==> config.mk <==
export PLATFORM = sky130hd
export DESIGN_NAME = interrupt_status_collector
export DESIGN_NICKNAME = d
export VERILOG_FILES = /design/src/pkg/isc_pkg.sv /design/src/design/interrupt_status_collector.sv /design/src/design/edge_rise.sv /design/src/design/axil_regif.sv
export SDC_FILE = /design/constraint.sdc
export NUM_CORES = 1
export LEC_CHECK = 0
export ABC_AREA = 1
export BUFFER_PORTS_ARGS = -buffer_cell sky130_fd_sc_hd__buf_2
export CORE_MARGIN = 1.5
export CORE_UTILIZATION = 28
export DETAILED_ROUTE_END_ITERATION = 8
export GPL_ROUTABILITY_DRIVEN = 0
export GPL_TIMING_DRIVEN = 0
export SETUP_SLACK_MARGIN = 0.1
export SLEW_MARGIN = 5
export SYNTH_ARGS = -nofsm -noshare
export SYNTH_HDL_FRONTEND = slang
export SYNTH_SLANG_ARGS = --single-unit
==> constraint.sdc <==
create_clock -name aclk -period 2 [get_ports aclk]
set_input_delay 0.3 -clock aclk [delete_from_list [all_inputs] [get_ports aclk]]
set_output_delay 0.3 -clock aclk [all_outputs]
set_load 0.02 [all_outputs]
==> src/pkg/isc_pkg.sv <==
// Purpose: Shared constants for the interrupt status collector
// Assumes: 32-bit AXI4-Lite data, byte addresses on 8 bits
// Notes: Offsets are byte addresses of aligned 32-bit words
package isc_pkg;
   // Register offsets
   localparam logic [7:0] IRQ_CFG_OFS = 8'h54;
   localparam logic [7:0] STATUS_OFS = 8'h58;
   localparam logic [7:0] ENABLE_OFS = 8'h5C;
   localparam logic [7:0] BYTE_TEST_OFS = 8'h64;
   localparam logic [7:0] FIFO_LVL_OFS = 8'h68;
   // Reset and fixed values
   localparam logic [31:0] BYTE_TEST_VAL = 32'h8765_4321;
   localparam logic [31:0] FIFO_LVL_RST = 32'h4800_0000;
   localparam logic [31:0] STS_CLR_MASK = 32'h83BB_E7DF;
   localparam logic [31:0] EN_RW_MASK = 32'h83BF_E7DF;
   localparam logic [31:0] CFG_RW_MASK = 32'h0000_0100;
   // Status and enable bit positions
   localparam int SW_BIT = 31;
   localparam int TXHALT_BIT = 25;
   localparam int RXHALT_BIT = 24;
   localparam int DROPH_BIT = 23;
   localparam int TXLOAD_BIT = 21;
   localparam int RXDONE_BIT = 20;
   localparam int TWRAP_BIT = 19;
   localparam int PHY_BIT = 18;
   localparam int PWR_BIT = 17;
   localparam int TX_OVF_BIT = 16;
   localparam int RXOVR_BIT = 15;
   localparam int RX_ERR_BIT = 14;
   localparam int TX_ERR_BIT = 13;
   localparam int TX_OVR_BIT = 10;
   localparam int TX_SPACE_BIT = 9;
   localparam int TX_SFULL_BIT = 8;
   localparam int TX_SLVL_BIT = 7;
   localparam int RXDROP_BIT = 6;
   localparam int RX_SFULL_BIT = 4;
   localparam int RX_SLVL_BIT = 3;
   localparam int PIN_COUNT = 3;
   // Interrupt configuration bits
   localparam int CFG_IRQ_EN_BIT = 8;
   localparam int CFG_MASTER_BIT = 12;
   // Threshold field positions in the FIFO level register
   localparam int SPACE_LVL_LO = 24;
   localparam int TX_LVL_LO = 16;
   localparam int RX_LVL_LO = 0;
   // Event constants
   localparam int MAX_FRAME_BYTES = 2048;
   localparam logic [15:0] TIMER_MAX = 16'hFFFF;
   // Bus responses
   localparam logic [1:0] RESP_OKAY = 2'b00;
   localparam logic [1:0] RESP_SLVERR = 2'b10;

   // Mapped register check
   function automatic logic addr_ok(input logic [7:0] a);
      return (a == IRQ_CFG_OFS) || (a == STATUS_OFS) || (a == ENABLE_OFS) ||
         (a == BYTE_TEST_OFS) || (a == FIFO_LVL_OFS);
   endfunction : addr_ok

   // Byte strobes widened to a bit mask
   function automatic logic [31:0] lane_mask(input logic [3:0] s);
      return {{8{s[3]}}, {8{s[2]}}, {8{s[1]}}, {8{s[0]}}};
   endfunction : lane_mask
endpackage : isc_pkg

==> src/design/interrupt_status_collector.sv <==
// Purpose: Collects device events into one 32-bit interrupt status word
// Assumes: Event inputs are synchronous to aclk; pulses last one cycle
// Notes: Hold-off interval, polarity and buffer type live outside
module interrupt_status_collector
   import isc_pkg::*;
#(
   parameter int FRAME_LEN_W = 16
) (
   // Clock and reset
   input wire logic aclk,
   input wire logic aresetn,
   // AXI4-Lite write channels
   input wire logic [7:0] awaddr,
   input wire logic awvalid,
   output logic awready,
   input wire logic [31:0] wdata,
   input wire logic [3:0] wstrb,
   input wire logic wvalid,
   output logic wready,
   output logic [1:0] bresp,
   output logic bvalid,
   input wire logic bready,
   // AXI4-Lite read channels
   input wire logic [7:0] araddr,
   input wire logic arvalid,
   output logic arready,
   output logic [31:0] rdata,
   output logic [1:0] rresp,
   output logic rvalid,
   input wire logic rready,
   // Transmit engine
   input wire logic tx_stop_request,
   input wire logic tx_halted,
   input wire logic tx_buffer_loaded,
   input wire logic tx_error,
   input wire logic tx_data_write_attempt,
   input wire logic tx_data_full,
   input wire logic [7:0] tx_free_blocks,
   input wire logic tx_status_push,
   input wire logic tx_status_full,
   input wire logic [7:0] tx_status_used,
   // Receive engine
   input wire logic rx_halted,
   input wire logic rx_transfer_done,
   input wire logic rx_error,
   input wire logic rx_len_valid,
   input wire logic [FRAME_LEN_W-1:0] rx_len,
   input wire logic rx_frame_dropped,
   input wire logic rx_status_full,
   input wire logic [7:0] rx_status_used,
   input wire logic drop_count_msb,
   // Timer, PHY, power and pins
   input wire logic [15:0] timer_value,
   input wire logic phy_event,
   input wire logic power_event,
   input wire logic [PIN_COUNT-1:0] pin_event,
   // Interrupt and wake outputs
   output logic irq_master,
   output logic irq_request,
   output logic power_irq,
   output logic wake_request
);
   if (FRAME_LEN_W < 12) begin : bad_len
      $error("FRAME_LEN_W must hold lengths above 2048");
   end

   typedef struct packed {
      logic [31:0] status;
      logic [31:0] enable;
      logic irq_en;
      logic [31:0] fifo_lvl;
      logic [15:0] timer_prev;
      logic irq_master;
      logic irq_request;
      logic power_irq;
      logic wake;
   } isc_st_t;

   localparam isc_st_t ISC_RST = '{fifo_lvl: FIFO_LVL_RST, timer_prev: TIMER_MAX, default: '0};
   localparam logic [FRAME_LEN_W-1:0] FRAME_MAX = FRAME_LEN_W'(MAX_FRAME_BYTES);

   isc_st_t st_r;
   isc_st_t st_nxt;

   logic wr_en;
   logic [7:0] wr_addr;
   logic [31:0] wr_data;
   logic [3:0] wr_strb;
   logic [7:0] rd_addr;
   logic [31:0] rd_data;
   logic [2:0] halt_rise;
   logic [31:0] ev;
   logic [31:0] wmask;
   logic [31:0] clr;

   ////////////////////////////////////////////////////////////////////////////
   // Bus front end and edge detection

   axil_regif u_regif (
      .aclk(aclk),
      .aresetn(aresetn),
      .awaddr(awaddr),
      .awvalid(awvalid),
      .awready(awready),
      .wdata(wdata),
      .wstrb(wstrb),
      .wvalid(wvalid),
      .wready(wready),
      .bresp(bresp),
      .bvalid(bvalid),
      .bready(bready),
      .araddr(araddr),
      .arvalid(arvalid),
      .arready(arready),
      .rdata(rdata),
      .rresp(rresp),
      .rvalid(rvalid),
      .rready(rready),
      .wr_en(wr_en),
      .wr_addr(wr_addr),
      .wr_data(wr_data),
      .wr_strb(wr_strb),
      .rd_addr(rd_addr),
      .rd_data(rd_data)
   );

   // Halts and counter midpoint flag once per rise, not while held
   edge_rise #(
      .W(3)
   ) u_rise (
      .aclk(aclk),
      .aresetn(aresetn),
      .level({drop_count_msb, rx_halted, tx_stop_request && tx_halted}),
      .rise(halt_rise)
   );

   ////////////////////////////////////////////////////////////////////////////
   // Event vector

   always_comb begin
      ev = '0;
      ev[SW_BIT] = st_r.enable[SW_BIT];
      ev[TXHALT_BIT] = halt_rise[0];
      ev[RXHALT_BIT] = halt_rise[1];
      ev[DROPH_BIT] = halt_rise[2];
      ev[TXLOAD_BIT] = tx_buffer_loaded;
      ev[RXDONE_BIT] = rx_transfer_done;
      ev[TWRAP_BIT] = (st_r.timer_prev == '0) && (timer_value == TIMER_MAX);
      ev[PWR_BIT] = power_event;
      ev[TX_OVF_BIT] = tx_status_push && tx_status_full;
      ev[RXOVR_BIT] = rx_len_valid && (rx_len > FRAME_MAX);
      ev[RX_ERR_BIT] = rx_error;
      ev[TX_ERR_BIT] = tx_error;
      ev[TX_OVR_BIT] = tx_data_write_attempt && tx_data_full;
      ev[TX_SPACE_BIT] = tx_free_blocks > st_r.fifo_lvl[SPACE_LVL_LO +: 8];
      ev[TX_SFULL_BIT] = tx_status_full;
      ev[RX_SFULL_BIT] = rx_status_full;
      ev[TX_SLVL_BIT] = tx_status_used > st_r.fifo_lvl[TX_LVL_LO +: 8];
      ev[RX_SLVL_BIT] = rx_status_used > st_r.fifo_lvl[RX_LVL_LO +: 8];
      ev[RXDROP_BIT] = rx_frame_dropped;
      ev[PIN_COUNT-1:0] = pin_event;
   end

   ////////////////////////////////////////////////////////////////////////////
   // Register update

   always_comb begin
      st_nxt = st_r;
      wmask = lane_mask(wr_strb);
      clr = '0;
      st_nxt.wake = 1'b0;
      st_nxt.timer_prev = timer_value;
      if (wr_en) begin
         unique case (wr_addr)
            STATUS_OFS: begin
               clr = wr_data & wmask & STS_CLR_MASK;
            end
            ENABLE_OFS: begin
               st_nxt.enable = (st_r.enable & ~(wmask & EN_RW_MASK)) |
                  (wr_data & wmask & EN_RW_MASK);
            end
            IRQ_CFG_OFS: begin
               if (wr_strb[CFG_IRQ_EN_BIT / 8]) begin
                  st_nxt.irq_en = wr_data[CFG_IRQ_EN_BIT];
               end
            end
            FIFO_LVL_OFS: begin
               st_nxt.fifo_lvl = (st_r.fifo_lvl & ~wmask) | (wr_data & wmask);
            end
            BYTE_TEST_OFS: begin
               st_nxt.wake = 1'b1;
            end
            default: begin
               clr = '0;
            end
         endcase
      end
      // Set wins over clear, mask plays no part in latching
      st_nxt.status = (st_r.status & ~clr) | ev;
      st_nxt.status[PHY_BIT] = phy_event;
      st_nxt.irq_master = |(st_nxt.status & st_nxt.enable);
      st_nxt.irq_request = st_nxt.irq_master && st_nxt.irq_en;
      // Power interrupt bypasses any hold-off applied downstream
      st_nxt.power_irq = st_nxt.status[PWR_BIT] && st_nxt.enable[PWR_BIT] &&
         st_nxt.irq_en;
   end

   always_ff @(posedge aclk) begin
      if (!aresetn) begin
         st_r <= ISC_RST;
      end else begin
         st_r <= st_nxt;
      end
   end

   ////////////////////////////////////////////////////////////////////////////
   // Read data

   always_comb begin
      rd_data = '0;
      unique case (rd_addr)
         IRQ_CFG_OFS: begin
            rd_data[CFG_IRQ_EN_BIT] = st_r.irq_en;
            rd_data[CFG_MASTER_BIT] = st_r.irq_master;
         end
         STATUS_OFS: rd_data = st_r.status;
         ENABLE_OFS: rd_data = st_r.enable;
         BYTE_TEST_OFS: rd_data = BYTE_TEST_VAL;
         FIFO_LVL_OFS: rd_data = st_r.fifo_lvl & 32'hFFFF_00FF;
         default: rd_data = '0;
      endcase
   end

   assign irq_master = st_r.irq_master;
   assign irq_request = st_r.irq_request;
   assign power_irq = st_r.power_irq;
   assign wake_request = st_r.wake;
endmodule : interrupt_status_collector

==> src/design/edge_rise.sv <==
// Purpose: Rising edge detector for a group of levels
// Assumes: Levels synchronous to aclk
// Notes: Rise is combinational from level and the stored last value
module edge_rise
   import isc_pkg::*;
#(
   parameter int W = 3
) (
   // Clock and reset
   input wire logic aclk,
   input wire logic aresetn,
   // Levels in, rises out
   input wire logic [W-1:0] level,
   output logic [W-1:0] rise
);
   typedef struct packed {
      logic [W-1:0] prev;
   } er_st_t;

   er_st_t st_r;
   er_st_t st_nxt;

   if (W < 1) begin : bad_width
      $error("edge_rise needs W of at least 1");
   end

   always_comb begin
      st_nxt = st_r;
      st_nxt.prev = level;
   end

   always_ff @(posedge aclk) begin
      if (!aresetn) begin
         st_r <= '0;
      end else begin
         st_r <= st_nxt;
      end
   end

   assign rise = level & ~st_r.prev;
endmodule : edge_rise

==> src/design/axil_regif.sv <==
// Purpose: AXI4-Lite slave front end for the register file
// Assumes: One write and one read under way at a time
// Notes: Write strobe lasts one cycle; unmapped address answers SLVERR
module axil_regif
   import isc_pkg::*;
(
   // Clock and reset
   input wire logic aclk,
   input wire logic aresetn,
   // Write address and data
   input wire logic [7:0] awaddr,
   input wire logic awvalid,
   output logic awready,
   input wire logic [31:0] wdata,
   input wire logic [3:0] wstrb,
   input wire logic wvalid,
   output logic wready,
   // Write response
   output logic [1:0] bresp,
   output logic bvalid,
   input wire logic bready,
   // Read address and data
   input wire logic [7:0] araddr,
   input wire logic arvalid,
   output logic arready,
   output logic [31:0] rdata,
   output logic [1:0] rresp,
   output logic rvalid,
   input wire logic rready,
   // Register file side
   output logic wr_en,
   output logic [7:0] wr_addr,
   output logic [31:0] wr_data,
   output logic [3:0] wr_strb,
   output logic [7:0] rd_addr,
   input wire logic [31:0] rd_data
);
   typedef enum logic [2:0] {
      WR_COLLECT = 3'b001,
      WR_APPLY = 3'b010,
      WR_RESP = 3'b100
   } wr_state_t;

   typedef struct packed {
      wr_state_t ws;
      logic aw_full;
      logic w_full;
      logic [7:0] waddr;
      logic [31:0] wdata;
      logic [3:0] wstrb;
      logic awready;
      logic wready;
      logic [1:0] bresp;
      logic rpend;
      logic [7:0] raddr;
      logic arready;
      logic rvalid;
      logic [31:0] rdata;
      logic [1:0] rresp;
   } axi_st_t;

   localparam axi_st_t AXI_RST = '{ws: WR_COLLECT, awready: 1'b1, wready: 1'b1,
      arready: 1'b1, default: '0};

   axi_st_t st_r;
   axi_st_t st_nxt;

   always_comb begin
      st_nxt = st_r;
      unique case (st_r.ws)
         WR_COLLECT: begin
            if (awvalid && st_r.awready) begin
               st_nxt.aw_full = 1'b1;
               st_nxt.waddr = awaddr;
            end
            if (wvalid && st_r.wready) begin
               st_nxt.w_full = 1'b1;
               st_nxt.wdata = wdata;
               st_nxt.wstrb = wstrb;
            end
            if (st_nxt.aw_full && st_nxt.w_full) begin
               st_nxt.ws = WR_APPLY;
            end
         end
         WR_APPLY: begin
            st_nxt.ws = WR_RESP;
            st_nxt.aw_full = 1'b0;
            st_nxt.w_full = 1'b0;
            st_nxt.bresp = addr_ok(st_r.waddr) ? RESP_OKAY : RESP_SLVERR;
         end
         WR_RESP: begin
            if (bready) begin
               st_nxt.ws = WR_COLLECT;
            end
         end
         default: begin
            st_nxt.ws = WR_COLLECT;
         end
      endcase
      st_nxt.awready = (st_nxt.ws == WR_COLLECT) && !st_nxt.aw_full;
      st_nxt.wready = (st_nxt.ws == WR_COLLECT) && !st_nxt.w_full;
      // Read: address taken, data captured one cycle later
      if (arvalid && st_r.arready) begin
         st_nxt.rpend = 1'b1;
         st_nxt.raddr = araddr;
      end
      if (st_r.rpend) begin
         st_nxt.rpend = 1'b0;
         st_nxt.rvalid = 1'b1;
         st_nxt.rdata = rd_data;
         st_nxt.rresp = addr_ok(st_r.raddr) ? RESP_OKAY : RESP_SLVERR;
      end
      if (st_r.rvalid && rready) begin
         st_nxt.rvalid = 1'b0;
      end
      st_nxt.arready = !st_nxt.rpend && !st_nxt.rvalid;
   end

   always_ff @(posedge aclk) begin
      if (!aresetn) begin
         st_r <= AXI_RST;
      end else begin
         st_r <= st_nxt;
      end
   end

   assign awready = st_r.awready;
   assign wready = st_r.wready;
   assign bresp = st_r.bresp;
   assign bvalid = st_r.ws[2];
   assign arready = st_r.arready;
   assign rdata = st_r.rdata;
   assign rresp = st_r.rresp;
   assign rvalid = st_r.rvalid;
   assign wr_en = st_r.ws[1];
   assign wr_addr = st_r.waddr;
   assign wr_data = st_r.wdata;
   assign wr_strb = st_r.wstrb;
   assign rd_addr = st_r.raddr;
endmodule : axil_regif

==> tab_implementation.tex <==
\begin{tabular}{lr}
\hline
Metric & Value \\
\hline
\multicolumn{2}{l}{\textbf{Outcome}} \\
Outcome & finished, final reports clean \\
\multicolumn{2}{l}{\textbf{Synth}} \\
Number of distinct standard cells referenced by the synthesized netlist & 34 \\
Mapped Cells & 1,136 \\
Yosys top cell area share & 0.454 \\
Number of enable flip-flop cells after synthesis & 0 \\
Total number of yosys warnings & 0 \\
Share of async-settable or async-resettable flops after synthesis & 0 \\
Proportion of synthesized chip area in sequential cells & 0.454 \\
Yosys top cell by area & sky130\_fd\_sc\_hd\_\_dfxtp\_1 \\
Dominant cells by area after synthesis & sky130\_fd\_sc\_hd\_\_dfxtp\_1, sky130\_fd\_sc\_hd\_\_nand2\_1, sky130\_fd\_sc\_hd\_\_o21ai\_0, sky130\_fd\_sc\_hd\_\_nor2\_1, sky130\_fd\_sc\_hd\_\_a21oi\_1 \\
Netlist Area Pre-Place & 0.00825 sq mm \\
Most used DFF post-synth & sky130\_fd\_sc\_hd\_\_dfxtp\_1 \\
Register bit total from synthesis & 187 \\
Syn avg cell area & 7.27 sq um \\
\multicolumn{2}{l}{\textbf{STA}} \\
Worst Clk Skew & 11.5 ps \\
Slew Limit Headroom & 0.470 \\
Final worst-path setup slack & 34.3 ps \\
Min Tclk post-route & 1970 ps \\
Accumulated negative setup slack & 0 ps \\
RSZ-0062 raised after global routing & true \\
\# setup viols final & 0 \\
Top achievable clock speed & 509 MHz \\
Period Utilization, post-route & 0.983 \\
Total count of max-transition violations in the final report & 0 \\
Tightest Pin Transition & 795 ps \\
Final hold violation count & 0 \\
\multicolumn{2}{l}{\textbf{Die}} \\
Die Footprint & 0.0305 sq mm \\
Number of top-level design ports & 180 \\
Effective utilization at floorplan & 0.286 \\
Die width & 175 um \\
Site row count & 62 \\
Core box area & 0.0289 sq mm \\
Die H & 175 um \\
\multicolumn{2}{l}{\textbf{Power and ir drop}} \\
Peak supply drop & 595 uV \\
Static Leak & 5.03 nW \\
Overall Power & 9.73 mW \\
Areal power density over the cells & 898 mW/mm\^{}2 \\
\multicolumn{2}{l}{\textbf{Detailed routing}} \\
1st-iter DRT viols & 488 \\
Routed vias & 8,094 \\
Routed length per instance & 15.8 um \\
Final routed wirelength across all metal layers & 27,700 um \\
Via density per instance & 4.62 \\
DRT Pass-1 Iters & 5 \\
ANT nets after route & 0 \\
DRC violations left & 0 \\
\multicolumn{2}{l}{\textbf{Global route}} \\
Gr usage total & 0.182 \\
Pin count of the biggest net entering global routing & 17 \\
GRT met1 Usage & 0.233 \\
Global-route wire length before repair & 42,000 um \\
Layer with the highest usage & met2 \\
Total congestion overflow after global routing & 0 \\
Met3 capacity usage during global routing & 0.0400 \\
Met2 global-route usage & 0.295 \\
Antenna violations before repair & 0 \\
Via count of the first global-routing pass & 7,817 \\
\multicolumn{2}{l}{\textbf{Clocking}} \\
Clock-pin slew on the worst setup and hold paths & 70 ps \\
Clock tree from TritonCTS & built \\
Max Root-Sink Buffers & 2 \\
CTS sink count & 187 \\
Hold-fix buffers at CTS & 0 \\
Cell chosen for the clock root & sky130\_fd\_sc\_hd\_\_clkbuf\_16 \\
Deepest level of the CTS H-tree & 4 \\
Cts bufs inserted & 17 \\
Clock Latency Late Sink & 430 ps \\
\multicolumn{2}{l}{\textbf{Setup path}} \\
Count of cells along the worst register-to-register path & 14 \\
Type of the worst setup path & flip-flop to flip-flop \\
Worst Path Arrival & 2300 ps \\
Setup slack, reg-to-reg & 30 ps \\
CP endpoint kind & flip-flop \\
Largest fanout of any net on the critical path & 5 \\
Biggest cell delay along the critical path & 320 ps \\
Worst path required time & 2340 ps \\
Max stage delay cell, worst path & sky130\_fd\_sc\_hd\_\_dfxtp\_2 \\
Cell-by-cell trace of the critical path & inv\_2, nand2\_4, nor2\_4, buf\_6, nand2\_4, clkbuf\_16, o21ai\_2, nand2\_1, nand2\_1, nand4\_1, nor2\_1, nand3\_2, nand2\_2, inv\_2 \\
Element type at the critical path start & flip-flop \\
\multicolumn{2}{l}{\textbf{Place}} \\
Worst slack, placed & -281 ps \\
Count of buffers inserted at the top-level ports & 174 \\
HPWL reported at the end of detailed placement & 21,300 um \\
\multicolumn{2}{l}{\textbf{Finish}} \\
Share of final-layout standard cells stronger than drive strength 1 & 0.266 \\
Most common library cell in the layout ignoring fill and taps & sky130\_fd\_sc\_hd\_\_nand2\_1 \\
Total Nets Final & 1,515 \\
Antenna Cells & 0 \\
Commonest non-fill, non-tap cells in the layout & sky130\_fd\_sc\_hd\_\_nand2\_1, sky130\_fd\_sc\_hd\_\_dfxtp\_1, sky130\_fd\_sc\_hd\_\_buf\_2 \\
Final standard cell utilization of the core & 0.375 \\
Area added between synthesis and finish & 31.3\% \\
\multicolumn{2}{l}{\textbf{Job}} \\
Max\_cap viols & 0 \\
\multicolumn{2}{l}{\textbf{Min path}} \\
Cell count of the worst hold path & 2 \\
Hold Path Class & input port to flip-flop \\
\hline
\end{tabular}
[power by group]
| group | internal [mW] | total (mW) | leakage [nW] | switching (mW) |
|---|---|---|---|---|
| Sequential | 4.15 | 4.45 | 1.53 | 0.295 |
| Clock | 2.15 | 3.60 | 0.303 | 1.45 |
| Combinational | 0.604 | 1.68 | 3.19 | 1.08 |
[layer usage]
metal  wire, um  vias to the layer above
li1           -                     4070
met1      12300                     3690
met2      12700                      287
met3       1780                       47
met4        924                        0
met5          0                        -
[kinds of logic (layout without fill, tap and decap cells)]
kind of cell,count (synthesis),after routing,synth area share
other,1,3,0.000454
adder cells (fa/ha/maj),24,24,0.0364
AND/OR/NAND/NOR,469,469,0.231
flip-flops,187,187,0.454
buffers and inverters,203,432,0.111
AO/OA/AOI/OAI,252,252,0.167
[layout make-up]
class | instances | area (sq um)
timing repair buffer | 199 | 1100
clock buffer | 20 | 457
fill | 3110 | 18000
sequential | 187 | 3750
buffer | 80 | 523
tap | 384 | 480
clock inverter | 10 | 164
inverter | 123 | 465
multi-input combinational | 748 | 3890
[worst paths after layout]
| path | start | to |
|---|---|---|
| setup reg to reg | u_regif.wr_addr[7] | irq_request |
| hold reg to reg | u_regif.rdata[8] | u_regif.rdata[8] |
| hold / removal | rready | u_regif.rvalid |
| setup / recovery | u_regif.wr_addr[7] | irq_request |
[cell usage after synthesis (3+ instances only)]
cell,count
sky130_fd_sc_hd__nand2_1,262
sky130_fd_sc_hd__dfxtp_1,187
sky130_fd_sc_hd__nor2_1,135
sky130_fd_sc_hd__o21ai_0,124
sky130_fd_sc_hd__inv_1,121
sky130_fd_sc_hd__a21oi_1,94
sky130_fd_sc_hd__buf_4,37
sky130_fd_sc_hd__nand3_1,32
sky130_fd_sc_hd__clkbuf_1,31
sky130_fd_sc_hd__ha_1,24
sky130_fd_sc_hd__or2_2,17
sky130_fd_sc_hd__a221oi_1,13
sky130_fd_sc_hd__buf_2,10
sky130_fd_sc_hd__a32o_1,9
sky130_fd_sc_hd__nand4_1,8
sky130_fd_sc_hd__nor3_1,6
sky130_fd_sc_hd__nor2_2,3
[metrics by stage]
| stage | hold WS [ps] | cell area (sq um) | std cells |
|---|---|---|---|
| detailed placement | 447 | 9610 | 1696 |
| global route | 56.3 | 10800 | 1751 |
| floorplan | 393 | 8260 | 1138 |
| CTS | 45.3 | 10700 | 1748 |
| global placement | 441 | 9610 | 1696 |
| finish | 67.8 | 10800 | 1751 |
[critical path, delay by kind of cell (launching register included)]
kind,cells,cell delay [ps]
compound gates,1,150
buf+inv,4,420
flops,1,320
simple gates,9,980
[what timing repair did]
item | 4_1_cts | 5_1_grt
gates cloned | 1 | 0
setup endpoints to repair | 86 | 65
resized for setup | 77 | 51
pin swaps | 16 | 16
buffers inserted | 21 | 3
Note: power is estimated with default switching activity, not from simulation.
